File: src/include/crc_pkg.sv
// shared constants for the 16-bit byte-wide checksum engine
package crc_pkg;

    // ------------------------------------------------------------------
    // widths
    // ------------------------------------------------------------------
    localparam int DATA_W    = 32;
    localparam int ADDR_W    = 8;
    localparam int BYTE_W    = 8;
    localparam int CRC_W     = 16;
    localparam int MODE_W    = 4;
    localparam int ALGO_W    = 3;
    localparam int BUF_DEPTH = 2;

    // ------------------------------------------------------------------
    // register byte offsets
    // ------------------------------------------------------------------
    localparam logic [ADDR_W-1:0] CTRL_OFS   = 8'h00;
    localparam logic [ADDR_W-1:0] INPUT_OFS  = 8'h08;
    localparam logic [ADDR_W-1:0] RESULT_OFS = 8'h0C;

    // ------------------------------------------------------------------
    // reset values and mode codes
    // ------------------------------------------------------------------
    localparam logic [MODE_W-1:0] MODE_RESET   = 4'h4;
    localparam logic [MODE_W-1:0] MODE_LAST    = 4'h7;
    localparam logic [CRC_W-1:0]  RESULT_RESET = 16'hFFFF;
    localparam logic [BYTE_W-1:0] BYTE_RESET   = 8'h00;
    localparam logic [DATA_W-1:0] READ_ZERO    = 32'h0000_0000;

    // ------------------------------------------------------------------
    // generator polynomials, top bit implicit
    // ------------------------------------------------------------------
    localparam logic [CRC_W-1:0] POLY_A    = 16'h8005;
    localparam logic [CRC_W-1:0] POLY_B    = 16'h1021;
    localparam logic [CRC_W-1:0] CRC_ZEROS = 16'h0000;
    localparam logic [CRC_W-1:0] CRC_ONES  = 16'hFFFF;

    // ------------------------------------------------------------------
    // per-algorithm property masks, bit n belongs to algorithm n
    // ------------------------------------------------------------------
    localparam logic [7:0] ALGO_POLY_B  = 8'hF0; // 4..7 use POLY_B
    localparam logic [7:0] ALGO_REFLECT = 8'h5F; // in and out reflection together
    localparam logic [7:0] ALGO_INIT_1  = 8'h6C; // start from all ones
    localparam logic [7:0] ALGO_XOR_1   = 8'h46; // final xor with all ones

    // engine life cycle: fresh after reset until first mode write or byte
    typedef enum logic {
        CRC_FRESH,
        CRC_ACTIVE
    } crc_state_t;

endpackage

File: src/hw/crc_byte_engine.sv
// byte-serial 16-bit checksum engine with eight preset algorithms
`timescale 1ns/100ps
module crc_byte_engine #(
    parameter int ADDR_W = crc_pkg::ADDR_W,
    parameter int DATA_W = crc_pkg::DATA_W
) (
    input  wire logic              ref_clk_i,
    input  wire logic              rstn_i,
    input  wire logic              clock_gate_i,
    input  wire logic [ADDR_W-1:0] addr_i,
    input  wire logic [DATA_W-1:0] wdata_i,
    input  wire logic              wr_i,
    input  wire logic              rd_i,
    output logic      [DATA_W-1:0] rdata_o,
    output logic                   byte_ready_o,
    output logic [crc_pkg::CRC_W-1:0] result_o
);
    import crc_pkg::*;

    // ------------------------------------------------------------------
    // algorithm lookup
    // ------------------------------------------------------------------

    // polynomial for an algorithm code
    function automatic logic [CRC_W-1:0] algo_poly(input logic [ALGO_W-1:0] algo);
        algo_poly = ALGO_POLY_B[algo] ? POLY_B : POLY_A;
    endfunction

    // starting remainder for an algorithm code
    function automatic logic [CRC_W-1:0] algo_init(input logic [ALGO_W-1:0] algo);
        algo_init = ALGO_INIT_1[algo] ? CRC_ONES : CRC_ZEROS;
    endfunction

    // final xor constant for an algorithm code
    function automatic logic [CRC_W-1:0] algo_xor(input logic [ALGO_W-1:0] algo);
        algo_xor = ALGO_XOR_1[algo] ? CRC_ONES : CRC_ZEROS;
    endfunction

    // bit reversal of a byte
    function automatic logic [BYTE_W-1:0] rev_byte(input logic [BYTE_W-1:0] b);
        for (int i = 0; i < BYTE_W; i++) begin
            rev_byte[i] = b[BYTE_W-1-i];
        end
    endfunction

    // bit reversal of a remainder
    function automatic logic [CRC_W-1:0] rev_crc(input logic [CRC_W-1:0] c);
        for (int i = 0; i < CRC_W; i++) begin
            rev_crc[i] = c[CRC_W-1-i];
        end
    endfunction

    // one byte of modulo-2 division, msb first on the (maybe reversed) byte
    function automatic logic [CRC_W-1:0] fold_byte(input logic [CRC_W-1:0]  crc,
                                                   input logic [BYTE_W-1:0] b,
                                                   input logic [ALGO_W-1:0] algo);
        logic [BYTE_W-1:0] din;
        logic [CRC_W-1:0]  acc;
        logic              fb;
        din = ALGO_REFLECT[algo] ? rev_byte(b) : b;
        acc = crc;
        fb  = 1'b0;
        for (int i = BYTE_W - 1; i >= 0; i--) begin
            fb  = acc[CRC_W-1] ^ din[i];
            acc = {acc[CRC_W-2:0], 1'b0} ^ (fb ? algo_poly(algo) : CRC_ZEROS);
        end
        fold_byte = acc;
    endfunction

    // check value presented to software
    function automatic logic [CRC_W-1:0] finish(input logic [CRC_W-1:0]  crc,
                                                input logic [ALGO_W-1:0] algo);
        logic [CRC_W-1:0] r;
        r      = ALGO_REFLECT[algo] ? rev_crc(crc) : crc;
        finish = r ^ algo_xor(algo);
    endfunction

    // ------------------------------------------------------------------
    // state
    // ------------------------------------------------------------------
    logic [MODE_W-1:0] mode_q;
    logic [MODE_W-1:0] mode_d;
    logic [CRC_W-1:0]  crc_q;
    logic [CRC_W-1:0]  crc_d;
    logic [BYTE_W-1:0] last_byte_q;
    logic [DATA_W-1:0] rdata_q;
    logic [CRC_W-1:0]  result_q;
    crc_state_t        state_q;
    crc_state_t        state_d;

    logic              ctrl_wr;
    logic              input_wr;
    logic              mode_ok;
    logic              buf_in_ready;
    logic              buf_out_valid;
    logic              buf_out_ready;
    logic [BYTE_W-1:0] buf_out_data;
    logic              absorb;
    logic [CRC_W-1:0]  result_d;
    logic [ALGO_W-1:0] algo_q;
    logic [ALGO_W-1:0] algo_d;

    // ------------------------------------------------------------------
    // register decode
    // ------------------------------------------------------------------

    // writes only count while software has the clock gate open
    always_comb begin
        ctrl_wr  = 1'b0;
        input_wr = 1'b0;
        if (wr_i && clock_gate_i) begin
            if (addr_i == CTRL_OFS) begin
                ctrl_wr = 1'b1;
            end else if (addr_i == INPUT_OFS) begin
                input_wr = 1'b1;
            end
        end
    end

    // codes above the last algorithm are not stored, so mode always names a table row
    assign mode_ok = (wdata_i[MODE_W-1:0] <= MODE_LAST);
    assign algo_q  = mode_q[ALGO_W-1:0];
    assign algo_d  = mode_d[ALGO_W-1:0];

    // ------------------------------------------------------------------
    // input buffer
    // ------------------------------------------------------------------

    // a full buffer refuses the write; byte_ready_o tells software to hold off
    assign byte_ready_o = buf_in_ready;

    // the engine stalls for one cycle while a mode write reloads the remainder,
    // so a queued byte is folded under the new mode rather than lost
    assign buf_out_ready = !(ctrl_wr && mode_ok);
    assign absorb        = buf_out_valid && buf_out_ready;

    crc_pair_buf #(
        .WIDTH (BYTE_W),
        .DEPTH (BUF_DEPTH)
    ) u_buf (
        .ref_clk_i   (ref_clk_i),
        .rstn_i      (rstn_i),
        .in_valid_i  (input_wr),
        .in_ready_o  (buf_in_ready),
        .in_data_i   (wdata_i[BYTE_W-1:0]),
        .out_valid_o (buf_out_valid),
        .out_ready_i (buf_out_ready),
        .out_data_o  (buf_out_data)
    );

    // ------------------------------------------------------------------
    // mode register
    // ------------------------------------------------------------------

    // next mode: a legal code replaces the old one
    always_comb begin
        mode_d = mode_q;
        if (ctrl_wr && mode_ok) begin
            mode_d = wdata_i[MODE_W-1:0];
        end
    end

    // algorithm selection, algorithm 4 after reset
    always_ff @(posedge ref_clk_i or negedge rstn_i) begin
        if (!rstn_i) begin
            mode_q <= MODE_RESET;
        end else begin
            mode_q <= mode_d;
        end
    end

    // ------------------------------------------------------------------
    // remainder
    // ------------------------------------------------------------------

    // reload beats absorption; bytes leave the buffer in arrival order
    always_comb begin
        crc_d = crc_q;
        if (ctrl_wr && mode_ok) begin
            crc_d = algo_init(algo_d);
        end else if (absorb) begin
            crc_d = fold_byte(crc_q, buf_out_data, algo_q);
        end
    end

    // running remainder, reset to the default algorithm's start value
    always_ff @(posedge ref_clk_i or negedge rstn_i) begin
        if (!rstn_i) begin
            crc_q <= algo_init(MODE_RESET[ALGO_W-1:0]);
        end else begin
            crc_q <= crc_d;
        end
    end

    // last byte written, readable back at the input offset
    always_ff @(posedge ref_clk_i or negedge rstn_i) begin
        if (!rstn_i) begin
            last_byte_q <= BYTE_RESET;
        end else if (input_wr && buf_in_ready) begin
            last_byte_q <= wdata_i[BYTE_W-1:0];
        end
    end

    // ------------------------------------------------------------------
    // life cycle
    // ------------------------------------------------------------------

    // the result reads its reset pattern until the first mode write or byte
    always_comb begin
        state_d = state_q;
        case (state_q)
            CRC_FRESH: begin
                if ((ctrl_wr && mode_ok) || absorb) begin
                    state_d = CRC_ACTIVE;
                end
            end
            CRC_ACTIVE: begin
                state_d = CRC_ACTIVE;
            end
            default: begin
                state_d = CRC_FRESH;
            end
        endcase
    end

    // state register
    always_ff @(posedge ref_clk_i or negedge rstn_i) begin
        if (!rstn_i) begin
            state_q <= CRC_FRESH;
        end else begin
            state_q <= state_d;
        end
    end

    // ------------------------------------------------------------------
    // result
    // ------------------------------------------------------------------

    // computed from next-state values so a read right after a byte sees it
    always_comb begin
        if (state_d == CRC_FRESH) begin
            result_d = RESULT_RESET;
        end else begin
            result_d = finish(crc_d, algo_d);
        end
    end

    // registered copy of the check value for the output port
    always_ff @(posedge ref_clk_i or negedge rstn_i) begin
        if (!rstn_i) begin
            result_q <= RESULT_RESET;
        end else begin
            result_q <= result_d;
        end
    end

    assign result_o = result_q;

    // ------------------------------------------------------------------
    // read port
    // ------------------------------------------------------------------

    // read data stand for exactly one cycle after the strobe, zero otherwise;
    // reads have no side effect on the engine
    always_ff @(posedge ref_clk_i or negedge rstn_i) begin
        if (!rstn_i) begin
            rdata_q <= READ_ZERO;
        end else begin
            rdata_q <= READ_ZERO;
            if (rd_i) begin
                if (addr_i == CTRL_OFS) begin
                    rdata_q <= {{(DATA_W - MODE_W){1'b0}}, mode_q};
                end else if (addr_i == INPUT_OFS) begin
                    rdata_q <= {{(DATA_W - BYTE_W){1'b0}}, last_byte_q};
                end else if (addr_i == RESULT_OFS) begin
                    rdata_q <= {{(DATA_W - CRC_W){1'b0}}, result_d};
                end
            end
        end
    end

    assign rdata_o = rdata_q;

endmodule

File: src/hw/crc_pair_buf.sv
// small valid/ready buffer holding input bytes on their way to the engine
`timescale 1ns/100ps
module crc_pair_buf #(
    parameter int WIDTH = 8,
    parameter int DEPTH = 2
) (
    input  wire logic             ref_clk_i,
    input  wire logic             rstn_i,
    input  wire logic             in_valid_i,
    output logic                  in_ready_o,
    input  wire logic [WIDTH-1:0] in_data_i,
    output logic                  out_valid_o,
    input  wire logic             out_ready_i,
    output logic      [WIDTH-1:0] out_data_o
);
    localparam int PTR_W = (DEPTH > 1) ? $clog2(DEPTH) : 1;
    localparam int CNT_W = $clog2(DEPTH + 1);

    logic [WIDTH-1:0] mem_q [DEPTH];
    logic [PTR_W-1:0] wr_ptr_q;
    logic [PTR_W-1:0] rd_ptr_q;
    logic [CNT_W-1:0] count_q;
    logic             push;
    logic             pop;

    // honest flags straight from the occupancy count
    assign in_ready_o  = (count_q != CNT_W'(DEPTH));
    assign out_valid_o = (count_q != '0);
    assign push        = in_valid_i && in_ready_o;
    assign pop         = out_valid_o && out_ready_i;
    assign out_data_o  = mem_q[rd_ptr_q];

    // storage: entries only change on a push
    always_ff @(posedge ref_clk_i or negedge rstn_i) begin
        if (!rstn_i) begin
            for (int i = 0; i < DEPTH; i++) begin
                mem_q[i] <= '0;
            end
        end else if (push) begin
            mem_q[wr_ptr_q] <= in_data_i;
        end
    end

    // pointers wrap at depth, which need not be a power of two
    always_ff @(posedge ref_clk_i or negedge rstn_i) begin
        if (!rstn_i) begin
            wr_ptr_q <= '0;
            rd_ptr_q <= '0;
        end else begin
            if (push) begin
                wr_ptr_q <= (wr_ptr_q == PTR_W'(DEPTH - 1)) ? '0 : wr_ptr_q + 1'b1;
            end
            if (pop) begin
                rd_ptr_q <= (rd_ptr_q == PTR_W'(DEPTH - 1)) ? '0 : rd_ptr_q + 1'b1;
            end
        end
    end

    // occupancy
    always_ff @(posedge ref_clk_i or negedge rstn_i) begin
        if (!rstn_i) begin
            count_q <= '0;
        end else if (push && !pop) begin
            count_q <= count_q + 1'b1;
        end else if (pop && !push) begin
            count_q <= count_q - 1'b1;
        end
    end
endmodule

File: config.mk
export PLATFORM = sky130hd
export DESIGN_NAME = crc_byte_engine
export DESIGN_NICKNAME = d
export VERILOG_FILES = /design/src/include/crc_pkg.sv /design/src/hw/crc_byte_engine.sv /design/src/hw/crc_pair_buf.sv
export SDC_FILE = /design/constraint.sdc
export NUM_CORES = 1
export LEC_CHECK = 0
export ABC_AREA = 1
export BUFFER_PORTS_ARGS = -buffer_cell sky130_fd_sc_hd__buf_2
export CAP_MARGIN = 20
export CORE_MARGIN = 2
export CORE_UTILIZATION = 50
export CTS_CLUSTER_DIAMETER = 60
export DETAILED_ROUTE_END_ITERATION = 8
export GPL_ROUTABILITY_DRIVEN = 0
export GPL_TIMING_DRIVEN = 0
export PLACE_DENSITY = 0.83
export SLEW_MARGIN = 20
export SYNTH_ARGS = -nofsm -noshare
export SYNTH_HDL_FRONTEND = slang
export SYNTH_SLANG_ARGS = --single-unit
File: constraint.sdc
create_clock -name ref_clk_i -period 4.9 [get_ports ref_clk_i]
set_input_delay 0.245 -clock ref_clk_i [delete_from_list [all_inputs] [get_ports ref_clk_i]]
set_output_delay 0.245 -clock ref_clk_i [all_outputs]
set_load 0.02 [all_outputs]
# Word-level counts from Yosys, hierarchy flattened
# Memory sizes are Yosys's and may differ from the RTL's.
# Index checks and enable logic that the tools add are counted.
[totals]
reg_bits = 97
rom_bits = 40
input_bits = 45
output_inout_bits = 49
elab_cells = 107
mem_count = 5
[op_classes]
add_sub_neg = 4
n_lt_le_gt_ge = 6
n_eq_ne = 3
n_mux = 43
bitwise_logic = 20
n_reduce_logical = 14
[memory_table]
columns = ["memory", "words", "width", "read_ports", "rd_clocked_by_memory_dff", "write_ports", "line", "source"]
rows = [
  ["(no name shown)", 8, 1, 1, 0, 0, "crc_byte_engine.sv:36", "algo_xor = ALGO_XOR_1[algo] ? CRC_ONES : CRC_ZEROS;"],
  ["(no name shown)", 8, 1, 1, 0, 0, "crc_byte_engine.sv:74", "r = ALGO_REFLECT[algo] ? rev_crc(crc) : crc;"],
  ["(no name shown)", 8, 1, 1, 0, 0, "crc_byte_engine.sv:26", "algo_poly = ALGO_POLY_B[algo] ? POLY_B : POLY_A;"],
  ["(no name shown)", 8, 1, 1, 0, 0, "crc_byte_engine.sv:60", "din = ALGO_REFLECT[algo] ? rev_byte(b) : b;"],
  ["(no name shown)", 8, 1, 1, 0, 0, "crc_byte_engine.sv:31", "algo_init = ALGO_INIT_1[algo] ? CRC_ONES : CRC_ZEROS;"],
]
[ops]
columns = ["cell", "count"]
rows = [
  ["2-to-1 mux 16 bit", 19],
  ["XOR 16 bit", 9],
  ["2-to-1 mux 8 bit", 5],
  ["bitwise mux 16 bit", 1],
  ["== test 8 x 4 -> 1 bit, second input constant", 2],
  ["2-to-1 mux 1 bit", 13],
  ["demux 8 bit (select 1 bit)", 1],
  ["logical NOT 8 bit", 1],
  ["less-than comparator 3 x 4 -> 1 bit, second input constant", 2],
  ["XOR 1 bit", 8],
  ["logical AND 1 bit", 7],
  [">= comparator 2 bit, second input constant", 2],
  ["<= comparator 4 x 3 -> 1 bit, second input constant", 1],
  ["2-to-1 mux 2 bit", 2],
  ["NOT 1 -> 2 bit", 2],
  ["nonzero test 2 bit", 2],
  ["logical NOT 1 bit", 3],
  ["2-to-1 mux 3 bit", 1],
  ["adder 1 bit, second input constant", 2],
  ["adder 2 x 1 -> 2 bit, second input constant", 1],
  ["less-than comparator 2 x 1 -> 1 bit, second input constant", 1],
  ["!= test 2 bit, second input constant", 1],
  ["case mux 1 bit (2 select lines)", 1],
  ["subtractor 2 x 1 -> 2 bit, second input constant", 1],
  ["other kinds (2)", 2],
]

# Logic depth before layout (Yosys ltp)
[depth]
depth_word = 38
ltp_mapped = 38
mapped_depth_nobuf = 38

# Cells and area by module
# Synthesis repeated with hierarchy kept, for this count alone.
[hier_totals]
hier_cells = 595
hier_area_um2 = 4684.5
[by_module_without_submodules]
columns = ["module", "instances", "cells_each", "area_each_um2", "seq_area_each_um2"]
rows = [
  ["crc_byte_engine", 1, 471, 3668.5, 1547.7],
  ["crc_pair_buf", 1, 124, 1016.0, 500.5],
]

# Least setup slack after synthesis
# OpenSTA, ideal clock, no wires.
[synth_path]
path_kind = "register to register"
start = "register mode_q[2]"
end = "register rdata_q[13], in the netlist rdata_o[13]"
setup_time_ns = 0.075
arrival_ns = 3.033
required_ns = 4.825
slack_ns = 1.792
path_stages_with_launch = 33
n_path_buf = 1
period_less_slack_ns = 3.108
cell_sequence = "dfstp_2 -> nand2_4 -> inv_4 -> buf_6 -> nand2_2 -> nand3_1 -> nand3_1 -> nand2_1 -> nand2_2 -> nand2_2 -> nand2_2 -> nand3_2 -> nand2_2 -> nand3_2 -> nand3_1 -> nand3_2 -> nand2_1 -> nand2_1 -> nand3_2 -> nand2_1 -> nand2_1 -> nand3_2 -> nand3_1 -> nand2_4 -> nand2_2 -> nand2_1 -> nand3_2 -> nand2_2 -> nand2_2 -> nand2_2 -> o21ai_2 -> or2_1 -> a21oi_2"
[synth_via]
elab_chain_cells = 36
word_cells_on_any_way = 48
classes_between = "mux: 26; bitwise: 17; memory: 5"
[synth_rtl]
columns = ["element", "line", "source"]
rows = [
  ["start, declared", "crc_byte_engine.sv:81", "logic [MODE_W-1:0] mode_q;"],
  ["start signal, assigned", "crc_byte_engine.sv:168", "mode_q <= mode_d;"],
  ["memory read (8 x 1 bit)", "n/a", ""],
  ["2-to-1 mux 1 bit (not written as such)", "crc_byte_engine.sv:60", ""],
  ["2-to-1 mux 8 bit", "crc_byte_engine.sv:60", ""],
  ["XOR 1 bit", "crc_byte_engine.sv:64", "fb = acc[CRC_W-1] ^ din[i];"],
  ["2-to-1 mux 16 bit", "crc_byte_engine.sv:65", "acc = {acc[CRC_W-2:0], 1'b0} ^ (fb ? algo_poly(algo) : CRC_ZEROS);"],
  ["XOR 16 bit", "crc_byte_engine.sv:65", ""],
  ["XOR 1 bit", "crc_byte_engine.sv:64", ""],
  ["2-to-1 mux 16 bit", "crc_byte_engine.sv:65", ""],
  ["(+20 left out)", "n/a", ""],
  ["2-to-1 mux 16 bit", "crc_byte_engine.sv:179", "if (ctrl_wr && mode_ok) begin"],
  ["2-to-1 mux 16 bit", "crc_byte_engine.sv:74", ""],
  ["XOR 16 bit *", "crc_byte_engine.sv:75", "finish = r ^ algo_xor(algo);"],
  ["2-to-1 mux 16 bit *", "crc_byte_engine.sv:241", "if (state_d == CRC_FRESH) begin"],
  ["2-to-1 mux 16 bit *", "crc_byte_engine.sv:275", "end else if (addr_i == RESULT_OFS) begin"],
  ["2-to-1 mux 16 bit *", "crc_byte_engine.sv:273", "end else if (addr_i == INPUT_OFS) begin"],
  ["2-to-1 mux 16 bit *", "crc_byte_engine.sv:271", "if (addr_i == CTRL_OFS) begin"],
  ["2-to-1 mux 16 bit *", "crc_byte_engine.sv:270", "if (rd_i) begin"],
  ["end signal, assigned", "crc_byte_engine.sv:272", "rdata_q <= {{(DATA_W - MODE_W){1'b0}}, mode_q};"],
  ["end signal, assigned", "crc_byte_engine.sv:274", "rdata_q <= {{(DATA_W - BYTE_W){1'b0}}, last_byte_q};"],
  ["end signal, assigned", "crc_byte_engine.sv:276", "rdata_q <= {{(DATA_W - CRC_W){1'b0}}, result_d};"],
  ["end, declared", "crc_byte_engine.sv:86", "logic [DATA_W-1:0] rdata_q;"],
]
# Every way passes the cells marked *; elsewhere a longest branch is shown, timed or not. The select of a mux whose other input is x is not followed.
# A chain may end at the register's enable or synchronous reset.

# Final worst setup path
[layout_path]
start = "register mode_q[2]"
end = "register rdata_q[0], in the netlist rdata_o[0]"
[layout_via]
elab_chain_cells = 36
word_cells_on_any_way = 48
classes_between = "mux: 26; bitwise: 17; memory: 5"
[layout_rtl]
columns = ["element", "line", "source"]
rows = [
  ["memory read (8 x 1 bit)", "n/a", ""],
  ["2-to-1 mux 1 bit (not written as such)", "crc_byte_engine.sv:60", ""],
  ["2-to-1 mux 8 bit", "crc_byte_engine.sv:60", ""],
  ["XOR 1 bit", "crc_byte_engine.sv:64", ""],
  ["2-to-1 mux 16 bit", "crc_byte_engine.sv:65", ""],
  ["XOR 16 bit", "crc_byte_engine.sv:65", ""],
  ["XOR 1 bit", "crc_byte_engine.sv:64", ""],
  ["2-to-1 mux 16 bit", "crc_byte_engine.sv:65", ""],
  ["(+21 left out)", "n/a", ""],
  ["2-to-1 mux 16 bit", "crc_byte_engine.sv:74", ""],
  ["XOR 16 bit *", "crc_byte_engine.sv:75", ""],
  ["2-to-1 mux 16 bit *", "crc_byte_engine.sv:241", ""],
  ["via result_d[0]", "crc_byte_engine.sv:99", "logic [CRC_W-1:0] result_d;"],
  ["2-to-1 mux 16 bit *", "crc_byte_engine.sv:275", ""],
  ["2-to-1 mux 16 bit *", "crc_byte_engine.sv:273", ""],
  ["2-to-1 mux 16 bit *", "crc_byte_engine.sv:271", ""],
  ["2-to-1 mux 16 bit *", "crc_byte_engine.sv:270", ""],
]
# Mark *: on every way through the listed nets, which the timed path passes. The rest lies on a longest branch. The select of a mux whose other input is x is not followed.

==> qor.txt <==
status = finished clean
CTS Hold Bufs = 1
Hold Violations, Final = 0
Reg2Reg Launch Point = mode_q[2]
vias per cell = 5.298
Die X = 99.55 µm
setup TNS = 0 ps
Critical Path Start Type = flop
synthesis-stage register bit count = 81
PwrDens = 705.5 nW/µm²
CP endpoint = rdata_o[0]
slowest stage cell, crit path = dfstp_2
crit end category = flop
Setup WS post-layout = 1192 ps
Seq pwr share = 26.6%
DP HPWL = 8606 µm
worst setup path start = mode_q[2]
flop-to-flop setup slack = 1190 ps
CP Class = reg -> reg
clock buffer depth = 2
Synth warnings = 0
max-cap viol count = 0
layout cells sized above 1 = 22.04%
Initial DRC Count = 361
Die Ht = 99.55 µm
Critical Path Most Common Cell = nand2_1
relative slew slack = 37.58%
Net Sw Frac = 48.36%
initial antenna violation count = 0
io pins = 94
Pins Over Slew Limit = 0
nets@finish = 727
actual slew at the worst max-slew pin = 929.1 ps
FF-to-FF path depth = 31
Yosys top cell area share = 35.09%
Initial Util = 51.83%
Synth Instances = 599
vias in the first global route = 4263
first-pass GRT wire length = 19400 µm
maximum vdd drop = 472.2 µV
R2R Path End = rdata_o[0]
GRT Total Usage = 24.50%
Post-CTS Setup Bufs = 0
fmax = 269.7 MHz
Avg Cell Area, Syn = 7.620 µm²
Synth-to-Final Area Change = 15.73%
H-tree level count = 3
site row count = 34
Clock transition at path regs = 80 ps
final clock skew = 12.27 ps
core area = 8806 µm²
Clock Latency Late Sink = 360 ps
RSZ-0062 raised after global routing = false
Worst Path Required = 5180 ps
Root Driver = clkbuf_8
die footprint = 9909 µm²
post-cts sizing count = 0
Lkg Pwr = 2.882 nW
Hold WC Path Type = in -> reg
TritonCTS Sinks = 81
# port buffers = 53
routed via count = 4201
fin crit share = 75.68%
DRT Pass-1 Iters = 6
dominant cell type by area after synthesis = dfrtp_1
Post-DP Area = 5051 µm²
crit path max fanout = 10
Mapped Area = 4564 µm²
sequential share of the synthesized area = 44.87%
pre-CTS WS = 1020 ps
Finish-stage setup viols = 0
Yosys cell types = 38
post-detailed-routing wire length = 11320 µm
total grt overflow = 0
CTS tree = yes
final worst path period need = 3708 ps
largest net degree at the start of global routing = 55
ANT nets after route = 0
top cells by area, synth = dfrtp_1, nand2_1, dfstp_2
cts bufs inserted = 9
post-route cell area = 5283 µm²
average routed wire per standard cell = 14.27 µm
Crit path largest cell delay = 560 ps
Residual DRC = 0
Comb pwr share = 58.9%
antenna cell count = 0
NetSw = 0.001802 W
Arrival @ worst endpoint = 3990 ps
internal cell power = 0.001924 W
Clk network pwr share = 14.5%
-- metrics by stage --
step           cells  total power (W)  util (%)  hold WS (ps)
4_1_cts          793         0.003698     59.99         169.0
2_1_floorplan    614         0.002608         -        -50.59
3_3_place_gp     775         0.003049     57.02         460.6
6_report         793         0.003727     59.99         182.1
3_5_place_dp     776         0.003130     57.36         185.8
5_1_grt          793         0.004048     59.99         187.5
-- power by group through the flow --
stage | Clock, W | Sequential (W) | Combinational (W)
floorplan | 0 | 0.00108 | 0.00153
detailed placement | 0 | 0.00100 | 0.00213
global placement | 0 | 0.000996 | 0.00205
global route | 0.000574 | 0.00101 | 0.00247
CTS | 0.000548 | 0.000988 | 0.00216
finish | 0.000540 | 0.000991 | 0.00220
-- cell usage in the layout, fill, tap and decap left out, types with 3 or more instances in the layout --
cell type / n
clkbuf_8: 10
or2_1: 4
nand3_2: 7
buf_2: 56
or2_2: 5
xnor2_1: 5
dfstp_2: 17
o21ai_1: 8
buf_4: 20
clkbuf_1: 11
nor4_1: 3
a31oi_1: 3
dfrtp_1: 64
o21ai_0: 48
nor2_1: 33
a21oi_1: 27
nand2_2: 14
o211ai_1: 3
inv_2: 6
xor2_1: 10
conb_1: 16
buf_6: 3
inv_1: 75
nand3_1: 53
nand2_1: 156
nor3_1: 3
-- registers in the layout, indices dropped and copies added (netlist names), 2 cells and up --
name,cells
u_buf.count_q,2
rdata_o,16
last_byte_q,8
u_buf.mem_q,16
crc_q,16
mode_q,4
result_o,16
-- synth_stat cells --
library cell	n
a21boi_1	1
a21oi_1	27
a21oi_2	2
a22o_1	2
a31oi_1	3
buf_1	1
buf_2	4
buf_4	19
buf_6	3
bufinv_8	1
clkbuf_1	9
clkinv_1	1
conb_1	1
dfrtp_1	64
dfstp_2	17
ha_1	2
inv_1	75
inv_2	6
inv_4	1
nand2_1	156
nand2_2	14
nand2_4	2
nand3_1	53
nand3_2	7
nand3b_1	1
nand4_1	2
nor2_1	33
nor3_1	3
nor4_1	3
o211ai_1	3
o21ai_0	48
o21ai_1	8
o21ai_2	2
o221ai_1	1
or2_1	4
or2_2	5
xnor2_1	5
xor2_1	10
-- routing by layer --
layer | wire length [µm] | vias up | track usage [%]
li1 | - | 2033 | -
met1 | 4625 | 1944 | 30.63
met2 | 5614 | 195 | 41.94
met3 | 697 | 29 | 3.022
met4 | 382 | 0 | 12.22
met5 | 0 | - | 0
-- cell families (layout without fill, tap and decap cells) --
kind of cell,Yosys count,count (layout),share of synthesized area (%)
other,1,16,0.08216
AO/OA/AOI/OAI,97,97,11.51
flip-flops,81,81,44.87
AND/OR/NAND/NOR,283,283,27.71
XOR/XNOR,15,15,2.878
buffers and inverters,120,191,12.39
adder cells (fa/ha/maj),2,2,0.5482
-- final cells by class --
| cell class | count | area, µm² |
|---|---|---|
| clock buffer | 12 | 145.1 |
| multi-input combinational | 413 | 2007 |
| timing repair buffer | 55 | 305.3 |
| inverter | 84 | 331.6 |
| sequential | 81 | 2048 |
| fill | 707 | 3523 |
| buffer | 36 | 234.0 |
| tap | 108 | 135.1 |
| clock inverter | 4 | 76.32 |
-- how the worst min path moves through the flow --
stage | startpoint | to | slack [ps] | cells after the start
2_1_floorplan | rstn_i | crc_q[0] | -50 | 0
3_3_place_gp | u_buf.mem_q[12] | u_buf.mem_q[12] | 460 | 2
3_5_place_dp | rstn_i | last_byte_q[4] | 190 | 1
4_1_cts | rd_i | rdata_o[3] | 170 | 3
5_1_grt | rd_i | rdata_o[3] | 190 | 3
6_report | rd_i | rdata_o[3] | 180 | 3
-- critical path: cells and delay by family (launching register included) --
family | cells | cell delay, ps
simple gates | 26 | 2550
buf+inv | 3 | 280
compound gates | 2 | 240
flops | 1 | 560
(Power assumes the default switching activity.)
